==> src/hw/ila_pkg.sv <==
package ila_pkg;
  localparam int ILA_AW = 16;
  localparam logic [ILA_AW-1:0] ILA_CFG_C_ADDR = 16'hF61C;
  localparam logic [ILA_AW-1:0] ILA_CFG_D_ADDR = 16'hF620;
  localparam int ILA_LW = 3;
  localparam int ILA_NSRC = 8;
  // field low bit positions, same layout in both registers
  localparam int ILA_F3_LSB = 24;
  localparam int ILA_F2_LSB = 16;
  localparam int ILA_F1_LSB = 8;
  localparam int ILA_F0_LSB = 0;
  localparam logic [ILA_LW-1:0] ILA_LVL_RESET = 3'h0;
  localparam logic [ILA_LW-1:0] ILA_LVL_OFF = 3'h0;
  localparam logic [31:0] ILA_FIELD_MASK = 32'h07070707;
  localparam logic [31:0] ILA_RD_ZERO = 32'h00000000;
  // level outputs index: source slot in the level vector
  localparam int ILA_S_EXT4 = 0;
  localparam int ILA_S_EXT5 = 1;
  localparam int ILA_S_PCI_ERROR_SOURCE_0 = 2;
  localparam int ILA_S_PCIPM0 = 3;
  localparam int ILA_S_SER0 = 4;
  localparam int ILA_S_SER1 = 5;
  localparam int ILA_S_AUDLINK = 6;
  localparam int ILA_S_AUDPM = 7;

  typedef enum logic [1:0] {ILA_SEL_NONE, ILA_SEL_C, ILA_SEL_D} ila_sel_t;

  // decode an APB byte address into a register select
  function automatic ila_sel_t ila_decode(input logic [ILA_AW-1:0] a);
    if (a == ILA_CFG_C_ADDR) begin
      return ILA_SEL_C;
    end else if (a == ILA_CFG_D_ADDR) begin
      return ILA_SEL_D;
    end
    return ILA_SEL_NONE;
  endfunction
endpackage

==> src/hw/ila_reg_if.sv <==
`timescale 1ns/1ps
`default_nettype none
// write strobes and stored words between the bus slave and the register bank
interface ila_reg_if;
  logic wr_c;
  logic wr_d;
  logic [31:0] wdata;
  logic [31:0] word_c;
  logic [31:0] word_d;
  modport bus (output wr_c, output wr_d, output wdata, input word_c, input word_d);
  modport bank (input wr_c, input wr_d, input wdata, output word_c, output word_d);
endinterface
`default_nettype wire

==> src/hw/ila_bank.sv <==
`timescale 1ns/1ps
`default_nettype none
module ila_bank
  import ila_pkg::*;
(
  input wire logic mclk,
  input wire logic rst,
  input wire logic ce,
  ila_reg_if.bank rif
);
  typedef struct packed {
    logic [31:0] c;
    logic [31:0] d;
  } ila_bank_st_t;
  ila_bank_st_t st_reg, st_next;

  // only field bits are stored; reserved bits never hold a one
  always_comb begin
    st_next = st_reg;
    if (rif.wr_c) begin
      st_next.c = rif.wdata & ILA_FIELD_MASK;
    end
    if (rif.wr_d) begin
      st_next.d = rif.wdata & ILA_FIELD_MASK;
    end
  end

  // every field comes up as level zero, all sources off
  always_ff @(posedge mclk or posedge rst) begin
    if (rst) begin
      st_reg <= '0;
    end else if (ce) begin
      st_reg <= st_next;
    end
  end

  assign rif.word_c = st_reg.c;
  assign rif.word_d = st_reg.d;

  chk_reserved_zero: assert property (@(posedge mclk) disable iff (rst)
    ((st_reg.c & ~ILA_FIELD_MASK) == 32'h0) && ((st_reg.d & ~ILA_FIELD_MASK) == 32'h0))
    else $error("reserved bits hold a one");
  chk_write_lands: assert property (@(posedge mclk) disable iff (rst)
    (ce && rif.wr_c) |=> (st_reg.c == ($past(rif.wdata) & ILA_FIELD_MASK)))
    else $error("write to cfg_c did not land");
  chk_write_lands_d: assert property (@(posedge mclk) disable iff (rst)
    (ce && rif.wr_d) |=> (st_reg.d == ($past(rif.wdata) & ILA_FIELD_MASK)))
    else $error("write to cfg_d did not land");
endmodule
`default_nettype wire

==> src/hw/ila_top.sv <==
// The APB register port was decided locally.
`timescale 1ns/1ps
`default_nettype none
// Summary of operation
// bits 26:24 of cfg_c hold the level of the pci power-management source 0.
// bits 18:16 of cfg_c hold the level of the pci error source 0.
// bits 10:8 of cfg_c hold the level of external pin 5.
// bits 2:0 of cfg_c hold the level of external pin 4 shared with ethernet 0.
// bits 26:24 of cfg_d hold the level of the audio-link power-management source.
// bits 18:16 of cfg_d hold the level of the audio-link general interrupt.
// bits 10:8 of cfg_d hold the level of serial port 1.
// bits 2:0 of cfg_d hold the level of serial port 0.
// a level of zero disables its source so it is never signalled.
// codes one to seven give levels one to seven, value equal to level.
// all fields reset to zero and are read-write at any time afterwards.
// reserved bits read as zero and ignore writes.
module ila_top
  import ila_pkg::*;
#(
  parameter int NSRC = ILA_NSRC
)(
  input wire logic mclk,
  input wire logic rst,
  input wire logic ce,
  input wire logic psel,
  input wire logic penable,
  input wire logic pwrite,
  input wire logic [ILA_AW-1:0] paddr,
  input wire logic [31:0] pwdata,
  input wire logic [3:0] pstrb,
  output logic [31:0] prdata,
  output logic pready,
  output logic pslverr,
  output logic [NSRC*ILA_LW-1:0] src_level,
  output logic [NSRC-1:0] src_enable
);
  ila_reg_if rif();

  ila_bank u_bank (
    .mclk(mclk),
    .rst(rst),
    .ce(ce),
    .rif(rif)
  );

  typedef struct packed {
    logic [31:0] rdata;
    logic ready;
    logic err;
    logic [NSRC*ILA_LW-1:0] lvl;
    logic [NSRC-1:0] en;
  } ila_top_st_t;
  ila_top_st_t st_reg, st_next;

  logic setup;
  logic access;
  ila_sel_t sel;
  logic [NSRC*ILA_LW-1:0] lvl_now;

  // pick one source's level out of a packed level vector
  function automatic logic [ILA_LW-1:0] slot_lvl(input logic [NSRC*ILA_LW-1:0] v,
                                                  input int s);
    return v[s*ILA_LW +: ILA_LW];
  endfunction

  // a transfer is answered in the first cycle of the access phase, so pready is a flop
  assign setup = psel && !penable;
  assign access = psel && penable && st_reg.ready;
  assign sel = ila_decode(paddr);

  // write strobes fire only at the completing edge; any nonzero pstrb writes the whole word,
  // since partial lanes would split a field pair from its neighbour
  assign rif.wr_c = ce && access && pwrite && (sel == ILA_SEL_C) && (pstrb != 4'h0);
  assign rif.wr_d = ce && access && pwrite && (sel == ILA_SEL_D) && (pstrb != 4'h0);
  assign rif.wdata = pwdata;

  // gather the stored fields into the per-source level vector
  always_comb begin
    lvl_now = '0;
    lvl_now[ILA_S_EXT4*ILA_LW +: ILA_LW] = rif.word_c[ILA_F0_LSB +: ILA_LW];
    lvl_now[ILA_S_EXT5*ILA_LW +: ILA_LW] = rif.word_c[ILA_F1_LSB +: ILA_LW];
    lvl_now[ILA_S_PCI_ERROR_SOURCE_0*ILA_LW +: ILA_LW] = rif.word_c[ILA_F2_LSB +: ILA_LW];
    lvl_now[ILA_S_PCIPM0*ILA_LW +: ILA_LW] = rif.word_c[ILA_F3_LSB +: ILA_LW];
    lvl_now[ILA_S_SER0*ILA_LW +: ILA_LW] = rif.word_d[ILA_F0_LSB +: ILA_LW];
    lvl_now[ILA_S_SER1*ILA_LW +: ILA_LW] = rif.word_d[ILA_F1_LSB +: ILA_LW];
    lvl_now[ILA_S_AUDLINK*ILA_LW +: ILA_LW] = rif.word_d[ILA_F2_LSB +: ILA_LW];
    lvl_now[ILA_S_AUDPM*ILA_LW +: ILA_LW] = rif.word_d[ILA_F3_LSB +: ILA_LW];
  end

  // bus answer and level outputs, all registered
  always_comb begin
    st_next = st_reg;
    st_next.ready = setup;
    st_next.err = 1'b0;
    if (setup) begin
      st_next.err = (sel == ILA_SEL_NONE);
      case (sel)
        ILA_SEL_C: st_next.rdata = rif.word_c;
        ILA_SEL_D: st_next.rdata = rif.word_d;
        default: st_next.rdata = ILA_RD_ZERO;
      endcase
    end else if (access) begin
      st_next.rdata = ILA_RD_ZERO;
    end
    // level value passes straight through as the level number
    st_next.lvl = lvl_now;
    for (int i = 0; i < NSRC; i++) begin
      st_next.en[i] = (slot_lvl(lvl_now, i) != ILA_LVL_OFF);
    end
  end

  always_ff @(posedge mclk or posedge rst) begin
    if (rst) begin
      st_reg <= '0;
    end else if (ce) begin
      st_reg <= st_next;
    end
  end

  assign prdata = st_reg.rdata;
  assign pready = st_reg.ready;
  assign pslverr = st_reg.err;
  assign src_level = st_reg.lvl;
  assign src_enable = st_reg.en;

  // a source at level zero must never be flagged live, one check per slot
  chk_ext4_off: assert property (@(posedge mclk) disable iff (rst)
    (slot_lvl(src_level, ILA_S_EXT4) == ILA_LVL_OFF) |-> !src_enable[ILA_S_EXT4])
    else $error("ext pin4 enabled at level zero");
  chk_ext5_off: assert property (@(posedge mclk) disable iff (rst)
    (slot_lvl(src_level, ILA_S_EXT5) == ILA_LVL_OFF) |-> !src_enable[ILA_S_EXT5])
    else $error("ext pin5 enabled at level zero");
  chk_pcierr_off: assert property (@(posedge mclk) disable iff (rst)
    (slot_lvl(src_level, ILA_S_PCI_ERROR_SOURCE_0) == ILA_LVL_OFF) |-> !src_enable[ILA_S_PCI_ERROR_SOURCE_0])
    else $error("pci err enabled at level zero");
  chk_pcipm_off: assert property (@(posedge mclk) disable iff (rst)
    (slot_lvl(src_level, ILA_S_PCIPM0) == ILA_LVL_OFF) |-> !src_enable[ILA_S_PCIPM0])
    else $error("pci pm enabled at level zero");
  chk_zero_disables: assert property (@(posedge mclk) disable iff (rst)
    (slot_lvl(src_level, ILA_S_SER0) == ILA_LVL_OFF) |-> !src_enable[ILA_S_SER0])
    else $error("level zero source enabled");
  chk_ser1_off: assert property (@(posedge mclk) disable iff (rst)
    (slot_lvl(src_level, ILA_S_SER1) == ILA_LVL_OFF) |-> !src_enable[ILA_S_SER1])
    else $error("serial1 enabled at level zero");
  chk_audlink_off: assert property (@(posedge mclk) disable iff (rst)
    (slot_lvl(src_level, ILA_S_AUDLINK) == ILA_LVL_OFF) |-> !src_enable[ILA_S_AUDLINK])
    else $error("audio link enabled at level zero");
  chk_audpm_off: assert property (@(posedge mclk) disable iff (rst)
    (slot_lvl(src_level, ILA_S_AUDPM) == ILA_LVL_OFF) |-> !src_enable[ILA_S_AUDPM])
    else $error("audio pm enabled at level zero");

  // any code from one to seven is a live level, again per slot
  chk_ext4_on: assert property (@(posedge mclk) disable iff (rst)
    (slot_lvl(src_level, ILA_S_EXT4) != ILA_LVL_OFF) |-> src_enable[ILA_S_EXT4])
    else $error("ext pin4 disabled at nonzero level");
  chk_ext5_on: assert property (@(posedge mclk) disable iff (rst)
    (slot_lvl(src_level, ILA_S_EXT5) != ILA_LVL_OFF) |-> src_enable[ILA_S_EXT5])
    else $error("ext pin5 disabled at nonzero level");
  chk_pcierr_on: assert property (@(posedge mclk) disable iff (rst)
    (slot_lvl(src_level, ILA_S_PCI_ERROR_SOURCE_0) != ILA_LVL_OFF) |-> src_enable[ILA_S_PCI_ERROR_SOURCE_0])
    else $error("pci err disabled at nonzero level");
  chk_nonzero_enables: assert property (@(posedge mclk) disable iff (rst)
    (slot_lvl(src_level, ILA_S_PCIPM0) != ILA_LVL_OFF) |-> src_enable[ILA_S_PCIPM0])
    else $error("nonzero level source disabled");
  chk_ser0_on: assert property (@(posedge mclk) disable iff (rst)
    (slot_lvl(src_level, ILA_S_SER0) != ILA_LVL_OFF) |-> src_enable[ILA_S_SER0])
    else $error("serial0 disabled at nonzero level");
  chk_ser1_on: assert property (@(posedge mclk) disable iff (rst)
    (slot_lvl(src_level, ILA_S_SER1) != ILA_LVL_OFF) |-> src_enable[ILA_S_SER1])
    else $error("serial1 disabled at nonzero level");
  chk_audlink_on: assert property (@(posedge mclk) disable iff (rst)
    (slot_lvl(src_level, ILA_S_AUDLINK) != ILA_LVL_OFF) |-> src_enable[ILA_S_AUDLINK])
    else $error("audio link disabled at nonzero level");
  chk_audpm_on: assert property (@(posedge mclk) disable iff (rst)
    (slot_lvl(src_level, ILA_S_AUDPM) != ILA_LVL_OFF) |-> src_enable[ILA_S_AUDPM])
    else $error("audio pm disabled at nonzero level");

  // each field takes its own write data bits at the completing edge
  chk_pcipm_store: assert property (@(posedge mclk) disable iff (rst)
    rif.wr_c |=> (rif.word_c[ILA_F3_LSB +: ILA_LW] == $past(pwdata[ILA_F3_LSB +: ILA_LW])))
    else $error("pci pm field not stored");
  chk_pcierr_store: assert property (@(posedge mclk) disable iff (rst)
    rif.wr_c |=> (rif.word_c[ILA_F2_LSB +: ILA_LW] == $past(pwdata[ILA_F2_LSB +: ILA_LW])))
    else $error("pci err field not stored");
  chk_ext5_store: assert property (@(posedge mclk) disable iff (rst)
    rif.wr_c |=> (rif.word_c[ILA_F1_LSB +: ILA_LW] == $past(pwdata[ILA_F1_LSB +: ILA_LW])))
    else $error("ext pin5 field not stored");
  chk_ext4_store: assert property (@(posedge mclk) disable iff (rst)
    rif.wr_c |=> (rif.word_c[ILA_F0_LSB +: ILA_LW] == $past(pwdata[ILA_F0_LSB +: ILA_LW])))
    else $error("ext pin4 field not stored");
  chk_audpm_store: assert property (@(posedge mclk) disable iff (rst)
    rif.wr_d |=> (rif.word_d[ILA_F3_LSB +: ILA_LW] == $past(pwdata[ILA_F3_LSB +: ILA_LW])))
    else $error("audio pm field not stored");
  chk_audlink_store: assert property (@(posedge mclk) disable iff (rst)
    rif.wr_d |=> (rif.word_d[ILA_F2_LSB +: ILA_LW] == $past(pwdata[ILA_F2_LSB +: ILA_LW])))
    else $error("audio link field not stored");
  chk_ser1_store: assert property (@(posedge mclk) disable iff (rst)
    rif.wr_d |=> (rif.word_d[ILA_F1_LSB +: ILA_LW] == $past(pwdata[ILA_F1_LSB +: ILA_LW])))
    else $error("serial1 field not stored");
  chk_ser0_store: assert property (@(posedge mclk) disable iff (rst)
    rif.wr_d |=> (rif.word_d[ILA_F0_LSB +: ILA_LW] == $past(pwdata[ILA_F0_LSB +: ILA_LW])))
    else $error("serial0 field not stored");

  // the level outputs trail the stored fields by one enabled edge
  chk_pcipm_field: assert property (@(posedge mclk) disable iff (rst)
    ce |=> slot_lvl(src_level, ILA_S_PCIPM0) == $past(rif.word_c[ILA_F3_LSB +: ILA_LW]))
    else $error("pci pm level mismatch");
  chk_pcierr_field: assert property (@(posedge mclk) disable iff (rst)
    ce |=> slot_lvl(src_level, ILA_S_PCI_ERROR_SOURCE_0) == $past(rif.word_c[ILA_F2_LSB +: ILA_LW]))
    else $error("pci err level mismatch");
  chk_ext5_field: assert property (@(posedge mclk) disable iff (rst)
    ce |=> slot_lvl(src_level, ILA_S_EXT5) == $past(rif.word_c[ILA_F1_LSB +: ILA_LW]))
    else $error("ext pin5 level mismatch");
  chk_ext4_field: assert property (@(posedge mclk) disable iff (rst)
    ce |=> slot_lvl(src_level, ILA_S_EXT4) == $past(rif.word_c[ILA_F0_LSB +: ILA_LW]))
    else $error("ext pin4 level mismatch");
  chk_audpm_field: assert property (@(posedge mclk) disable iff (rst)
    ce |=> slot_lvl(src_level, ILA_S_AUDPM) == $past(rif.word_d[ILA_F3_LSB +: ILA_LW]))
    else $error("audio pm level mismatch");
  chk_audlink_field: assert property (@(posedge mclk) disable iff (rst)
    ce |=> slot_lvl(src_level, ILA_S_AUDLINK) == $past(rif.word_d[ILA_F2_LSB +: ILA_LW]))
    else $error("audio link level mismatch");
  chk_ser1_field: assert property (@(posedge mclk) disable iff (rst)
    ce |=> slot_lvl(src_level, ILA_S_SER1) == $past(rif.word_d[ILA_F1_LSB +: ILA_LW]))
    else $error("serial1 level mismatch");
  chk_ser0_field: assert property (@(posedge mclk) disable iff (rst)
    ce |=> slot_lvl(src_level, ILA_S_SER0) == $past(rif.word_d[ILA_F0_LSB +: ILA_LW]))
    else $error("serial0 level mismatch");

  // bus answer: data, error and ready behave as one registered pulse
  chk_read_reserved: assert property (@(posedge mclk) disable iff (rst)
    (pready && psel && penable && !pwrite) |-> ((prdata & ~ILA_FIELD_MASK) == 32'h0))
    else $error("reserved read bits nonzero");
  chk_ready_pulse: assert property (@(posedge mclk) disable iff (rst)
    (ce && psel && !penable) |=> pready ##1 (!pready || !$past(ce)))
    else $error("pready timing wrong");
  chk_read_c_word: assert property (@(posedge mclk) disable iff (rst)
    (ce && psel && !penable && !pwrite && (paddr == ILA_CFG_C_ADDR))
      |=> (prdata == $past(rif.word_c)))
    else $error("cfg_c read data wrong");
  chk_read_d_word: assert property (@(posedge mclk) disable iff (rst)
    (ce && psel && !penable && !pwrite && (paddr == ILA_CFG_D_ADDR))
      |=> (prdata == $past(rif.word_d)))
    else $error("cfg_d read data wrong");
  chk_unmapped_err: assert property (@(posedge mclk) disable iff (rst)
    (ce && psel && !penable && (ila_decode(paddr) == ILA_SEL_NONE))
      |=> (pslverr && (prdata == ILA_RD_ZERO)))
    else $error("unmapped access not refused");
  chk_mapped_ok: assert property (@(posedge mclk) disable iff (rst)
    (ce && psel && !penable && (ila_decode(paddr) != ILA_SEL_NONE)) |=> !pslverr)
    else $error("mapped access flagged as error");
  chk_err_ready: assert property (@(posedge mclk) disable iff (rst)
    pslverr |-> pready)
    else $error("error without ready");
  chk_idle_zero: assert property (@(posedge mclk) disable iff (rst)
    !pready |-> (prdata == ILA_RD_ZERO))
    else $error("read data outside the answer cycle");

  // stored words move only on a completed write with a nonzero strobe to their address
  chk_write_access: assert property (@(posedge mclk) disable iff (rst)
    (rif.wr_c || rif.wr_d) |-> (psel && penable && pwrite && pready))
    else $error("write strobe outside the access phase");
  chk_empty_strobe: assert property (@(posedge mclk) disable iff (rst)
    (pstrb == 4'h0) |-> !(rif.wr_c || rif.wr_d))
    else $error("write with empty strobe");
  chk_unmapped_nowrite: assert property (@(posedge mclk) disable iff (rst)
    (ila_decode(paddr) == ILA_SEL_NONE) |-> !(rif.wr_c || rif.wr_d))
    else $error("write strobe for unmapped address");
  chk_word_hold: assert property (@(posedge mclk) disable iff (rst)
    (ce && !rif.wr_c && !rif.wr_d) |=> ($stable(rif.word_c) && $stable(rif.word_d)))
    else $error("stored word changed without a write");

  // a low enable freezes every register, so nothing visible may move
  chk_ce_freeze: assert property (@(posedge mclk) disable iff (rst)
    !ce |=> ($stable(src_level) && $stable(src_enable) && $stable(pready)
      && $stable(rif.word_c) && $stable(rif.word_d)))
    else $error("state moved while enable low");

  // reset seen at the last edge leaves every output and both words at zero
  chk_reset_quiet: assert property (@(posedge mclk)
    $past(rst) |-> ((src_level == '0) && (src_enable == '0) && !pready && !pslverr
      && (prdata == ILA_RD_ZERO) && (rif.word_c == '0) && (rif.word_d == '0)))
    else $error("outputs not cleared by reset");
endmodule
`default_nettype wire

==> config.mk <==
export PLATFORM = sky130hd
export DESIGN_NAME = ila_top
export DESIGN_NICKNAME = d
export VERILOG_FILES = /design/src/hw/ila_pkg.sv /design/src/hw/ila_reg_if.sv /design/src/hw/ila_bank.sv /design/src/hw/ila_top.sv
export SDC_FILE = /design/constraint.sdc
export NUM_CORES = 1
export LEC_CHECK = 0
export BUFFER_PORTS_ARGS = -buffer_cell sky130_fd_sc_hd__buf_2
export CAP_MARGIN = 15
export CORE_MARGIN = 2
export CORE_UTILIZATION = 44
export CTS_BUF_LIST = sky130_fd_sc_hd__clkbuf_4 sky130_fd_sc_hd__clkbuf_8
export DETAILED_ROUTE_END_ITERATION = 8
export PLACE_DENSITY = 0.74
export SLEW_MARGIN = 20
export SYNTH_ARGS = -nofsm -noshare
export SYNTH_HDL_FRONTEND = slang
export SYNTH_SLANG_ARGS = --single-unit
==> constraint.sdc <==
create_clock -name mclk -period 3.3 [get_ports mclk]
set_input_delay 0.66 -clock mclk [delete_from_list [all_inputs] [get_ports mclk]]
set_output_delay 0.66 -clock mclk [all_outputs]
set_load 0.02 [all_outputs]
# After elaboration in Yosys (flattened, before gate mapping)
# Cells that the tools add are included.
[word_totals]
reg_bits = 90
inputBits = 58
output_inout_bits = 66
wordCells = 44
[op_classes]
eq_ne = 4
n_mux = 9
reduce_logical = 24
[ops]
columns = ["cell", "count"]
rows = [
  ["$mux 32", 2],
  ["$pmux 27 s2", 1],
  ["$eq 16x16->1 const B", 2],
  ["$reduce_bool 3->1", 8],
  ["$logic_and 1x1->1", 9],
  ["$mux 2", 3],
  ["$reduce_and 2->1", 3],
  ["$reduce_bool 4->1", 1],
  ["$mux 1", 3],
  ["$eq 2x1->1 const B", 1],
  ["$eq 2x2->1 const B", 1],
  ["$logic_not 2->1", 1],
  ["$reduce_bool 2->1", 1],
  ["$logic_not 1->1", 1],
]

# Longest topological paths before layout
[logic_depth]
depth_word = 8
depth_mapped = 6
mapped_depth_nobuf = 4

# Cells and area by module
# From an unflattened synthesis, not the netlist that was laid out.
[unflattened]
hier_cells = 310
area_unflattened_um2 = 4166.5
[by_module_without_submodules]
columns = ["module", "instances", "cells_each", "area_each_um2", "seq_area_each_um2"]
rows = [
  ["ila_top", 1, 216, 2877.8, 1651.6],
  ["ila_bank", 1, 94, 1288.7, 600.6],
]

# Worst setup path after synthesis
# OpenSTA, ideal clock, no wires.
[synth_timing]
path_kind = "input-to-reg"
from = "input paddr[7]"
to = "register u_bank.st_reg, in the netlist u_bank.rif.word_d[0]"
setup_ps = 125
t_arrival_ps = 1878
required_ps = 3175
setup_slack_ps = 1297
stages = 5
n_path_buf = 1
path_cell_list = "nor4b_2 -> nand4_1 -> and4b_4 -> buf_6 -> mux2_2"
[synth_via]
elab_chain_len = 8
elab_cells_between_ends = 10
cone_classes = "eq/ne (3); mux (4); reduce/logical (3)"
[synth_rtl]
columns = ["item", "line_no", "source"]
rows = [
  ["from (decl)", "ila_top.sv:28", "input wire logic [ILA_AW-1:0] paddr,"],
  ["$eq 16x16->1", "ila_pkg.sv:32", "end else if (a == ILA_CFG_D_ADDR) begin"],
  ["$mux 1", "ila_pkg.sv:32", ""],
  ["$mux 1", "ila_pkg.sv:30", "if (a == ILA_CFG_C_ADDR) begin"],
  ["$mux 2 *", "ila_pkg.sv:35", "return ILA_SEL_NONE;"],
  ["$eq 2x2->1 *", "ila_top.sv:74", "assign rif.wr_d = ce && access && pwrite && (sel == ILA_SEL_D) && (pstrb != 4'h0);"],
  ["$logic_and 1x1->1 * (2 in a row)", "ila_top.sv:74", ""],
  ["$reduce_and 2->1 (no source line) *", "-", ""],
  ["to (signal assigned)", "ila_bank.sv:33", "st_reg <= st_next;"],
  ["to (decl)", "ila_bank.sv:15", "ila_bank_st_t st_reg, st_next;"],
]
# Every way passes the cells marked *; elsewhere a longest branch is shown, timed or not.
# A chain may end at the register's enable or synchronous reset.

# Worst setup path after layout
[layout_timing]
from = "input paddr[7]"
to = "register u_bank.st_reg, in the netlist u_bank.rif.word_c[17]"
[layout_via]
elab_chain_len = 8
elab_cells_between_ends = 10
cone_classes = "eq/ne (3); mux (4); reduce/logical (3)"
[layout_rtl]
columns = ["item", "line_no", "source"]
rows = [
  ["$eq 16x16->1", "ila_pkg.sv:32", ""],
  ["$mux 1", "ila_pkg.sv:32", ""],
  ["$mux 1", "ila_pkg.sv:30", ""],
  ["$mux 2 *", "ila_pkg.sv:35", ""],
  ["$eq 2x1->1 *", "ila_top.sv:73", "assign rif.wr_c = ce && access && pwrite && (sel == ILA_SEL_C) && (pstrb != 4'h0);"],
  ["$logic_and 1x1->1 * (2 in a row)", "ila_top.sv:73", ""],
  ["$reduce_and 2->1 (no source line) *", "-", ""],
]
# Marks and branches as above.

==> metrics.yaml <==
rows: 30
r2r_cells: 4
overflow: 0
postLayoutCellArea_mm2: 0.003575
cts_hold_buf: 0
cp.required_ps: 3510
postSynthCellCount: 232
cts_tree: "done"
synth-xor-area-share: 0
post_cts_buffers: 0
hold_viol_final: 0
placed_cell_area_mm2: 0.003396
synthDistinctLibCells: 29
vias: 2038
timing.final.ws_setup_ps: 1049
max_slew.worst_pin.slew_ps: 738.6
synth_top_family_by_area: "multiplexers"
path_cells: "buf_2 > nor4b_2 > nand4_1 > nand4b_1 > mux2_2"
dp_hpwl_um: 4368
gp_congestion: 0.7326
nFillCells: 600
cp_slowest_cell: "nand4b_1"
start_kind: "input port"
dr.pass1.iters: 5
total_power_w: 0.001610
core_area_mm2: 0.006681
ctsResizeCount: 0
avgRoutedWirePerCell_um: 15.12
fmax_mhz: 444.3
start_util: 0.4463
crit_fanout: 12
leakagePower_nw: 1.914
muxShareOfSynthArea: 0.1813
antenna_found_initial: 0
via_per_inst: 5.082
ctsHtreeMaxLevel: 3
critical_path_depth: 5
nets: 375
drt_iter0_markers: 70
drt-total-wl_um: 6064
path_delay_family: "simple AND/OR/NAND/NOR gates"
yosysWarnings: 0
syn_area_per_cell_um2: 12.85
netlist_top_cells_count: "70 x dfrtp_1, 48 x mux2_2, 21 x buf_4"
grt_use_total: 0.1737
synth_edf_count: 0
yosys.area_share.simple: 0.08141
grt_pass1_wl_um: 9942
dieArea_mm2: 0.007451
finClkSkew_ps: 9.993
post-route-min-period_ps: 2251
rsz0062_at_grt: "false"
synth_fa_ha_area_frac: 0
yosysTopAreaCell: "dfrtp_1"
max_cap_violations: 0
endpoint_kind: "register"
ios: 124
slew_violations: 0
grt_max_degree: 43
drive_above_1_share: 0.4860
p_per_area_mw_per_mm2: 450.4
ys.flop_type: "dfrtp_1"
synth_seq_cells: 70
cts_num_sinks: 70
worstSetupPathType: "input port to register"
drc_errors: 0
netlist.area_leader.share: 0.5875
clk_path_buf_depth: 2
finalSetupViolCount: 0
r2r_slack_ps: 1340
period_share: 0.6820
synth.most_common_cell: "dfrtp_1"
synth-compound-area-share: 0.07260
critPathBufInv: 1
syn2layout_area_growth_pct: 19.89
pre_cts_slack_ps: 644.4
ys_seq_area_frac: 0.5875
cts_root_buffer: "clkbuf_8"
synthArstFlopShare: 1.000
syn_area_mm2: 0.002982
dieHeight_um: 86.32
cpPeakStageDelay_ps: 720
setup_tns_ps: 0
status: "finished, final reports clean"
numCtsBuffers: 9
slew_headroom: 0.5050
ys_top_cells_by_area: "dfrtp_1 59%, mux2_2 18%, buf_4 5.3%"
cts.clk_slew.worst_paths_ps: 70
antenna_cells: 0
ant_nets: 0
die_w_um: 86.32
clock_latency_ps: 340
port_buffers: 83
arrival_ps: 2460
hold_ws_ps: 449.8
grt_pass1_vias: 2051
ir_drop_v: 0.0003000
hold_path_class: "input port to asynchronous set/reset pin"
==> layout make-up <==
type,count,area [um2],area share
Clock buffer,14,173.9,0.04865
Clock inverter,1,5.005,0.001400
Inverter,3,11.26,0.003150
Multi-Input combinational cell,146,1075,0.3007
Sequential cell,70,1752,0.4900
Tap cell,80,100.1,0.02800
Timing Repair Buffer,87,457.9,0.1281
==> report_power, final <==
| part | internal (W) | leakage (nW) | switching, W | total [W] |
|---|---|---|---|---|
| combinational | 0.0000372 | 0.853 | 0.0000801 | 0.000117 |
| clock | 0.000334 | 0.0968 | 0.000287 | 0.000621 |
| sequential | 0.000866 | 0.965 | 0.00000508 | 0.000872 |
==> per-stage QoR <==
stage            util  instances
3_3_place_gp   0.5082        386
4_1_cts        0.5350        401
2_1_floorplan       -        251
6_report       0.5350        401
5_1_grt        0.5350        401
3_5_place_dp   0.5082        386
==> routing by layer <==
metal  wire length (um)  global-route usage  vias up
met4                102             0.07955        0
met2               3130              0.2860       59
li1                   -                   -      955
met1               2551              0.2146     1016
met3                280             0.04571        8
met5                  0                   0        -
==> state kept, by name, indices dropped and copies added (netlist names) <==
| name | cells |
|---|---|
| pslverr | 1 |
| src_enable | 8 |
| prdata | 12 |
| u_bank.rif.word_d | 12 |
| u_bank.rif.word_c | 12 |
| src_level | 24 |
| pready | 1 |
==> final timing paths <==
path / startpoint / endpoint
hold reg to reg: prdata[24]$_DFFE_PP0P_ / prdata[24]$_DFFE_PP0P_
setup / recovery: paddr[7] / u_bank.rif.word_c[17]$_DFFE_PP0P_
hold / removal: rst / src_enable[1]$_DFFE_PP0P_
max in group asynchronous: rst / src_level[8]$_DFFE_PP0P_
setup reg to reg: pready$_DFFE_PP0P_ / u_bank.rif.word_c[17]$_DFFE_PP0P_
min in group mclk: prdata[24]$_DFFE_PP0P_ / prdata[24]$_DFFE_PP0P_
==> kinds of logic after synthesis <==
kind of cell	count (synthesis)
multiplexers	48
AND/OR/NAND/NOR	43
flip-flops	70
AO/OA/AOI/OAI	35
other	1
buffers and inverters	35
==> placed cells by master, fill, tap and decap left out, drive strengths merged <==
cell     Yosys  routed
dfrtp       70      70
nand4b       1       1
and4b        2       2
inv          3       3
o22ai        1       1
nor3        10      10
nand2       13      13
mux2        48      48
nor4b        2       2
nor2         9       9
nand3        1       1
a21oi        8       8
nand4        1       1
a21o         1       1
clkbuf       8      14
or4          2       2
o32ai        1       1
a22oi       12      12
nor2b        1       1
clkinv       0       1
buf         24      87
o21ai       12      12
conb         1      20
nand4bb      1       1
(Power assumes the default switching activity.)
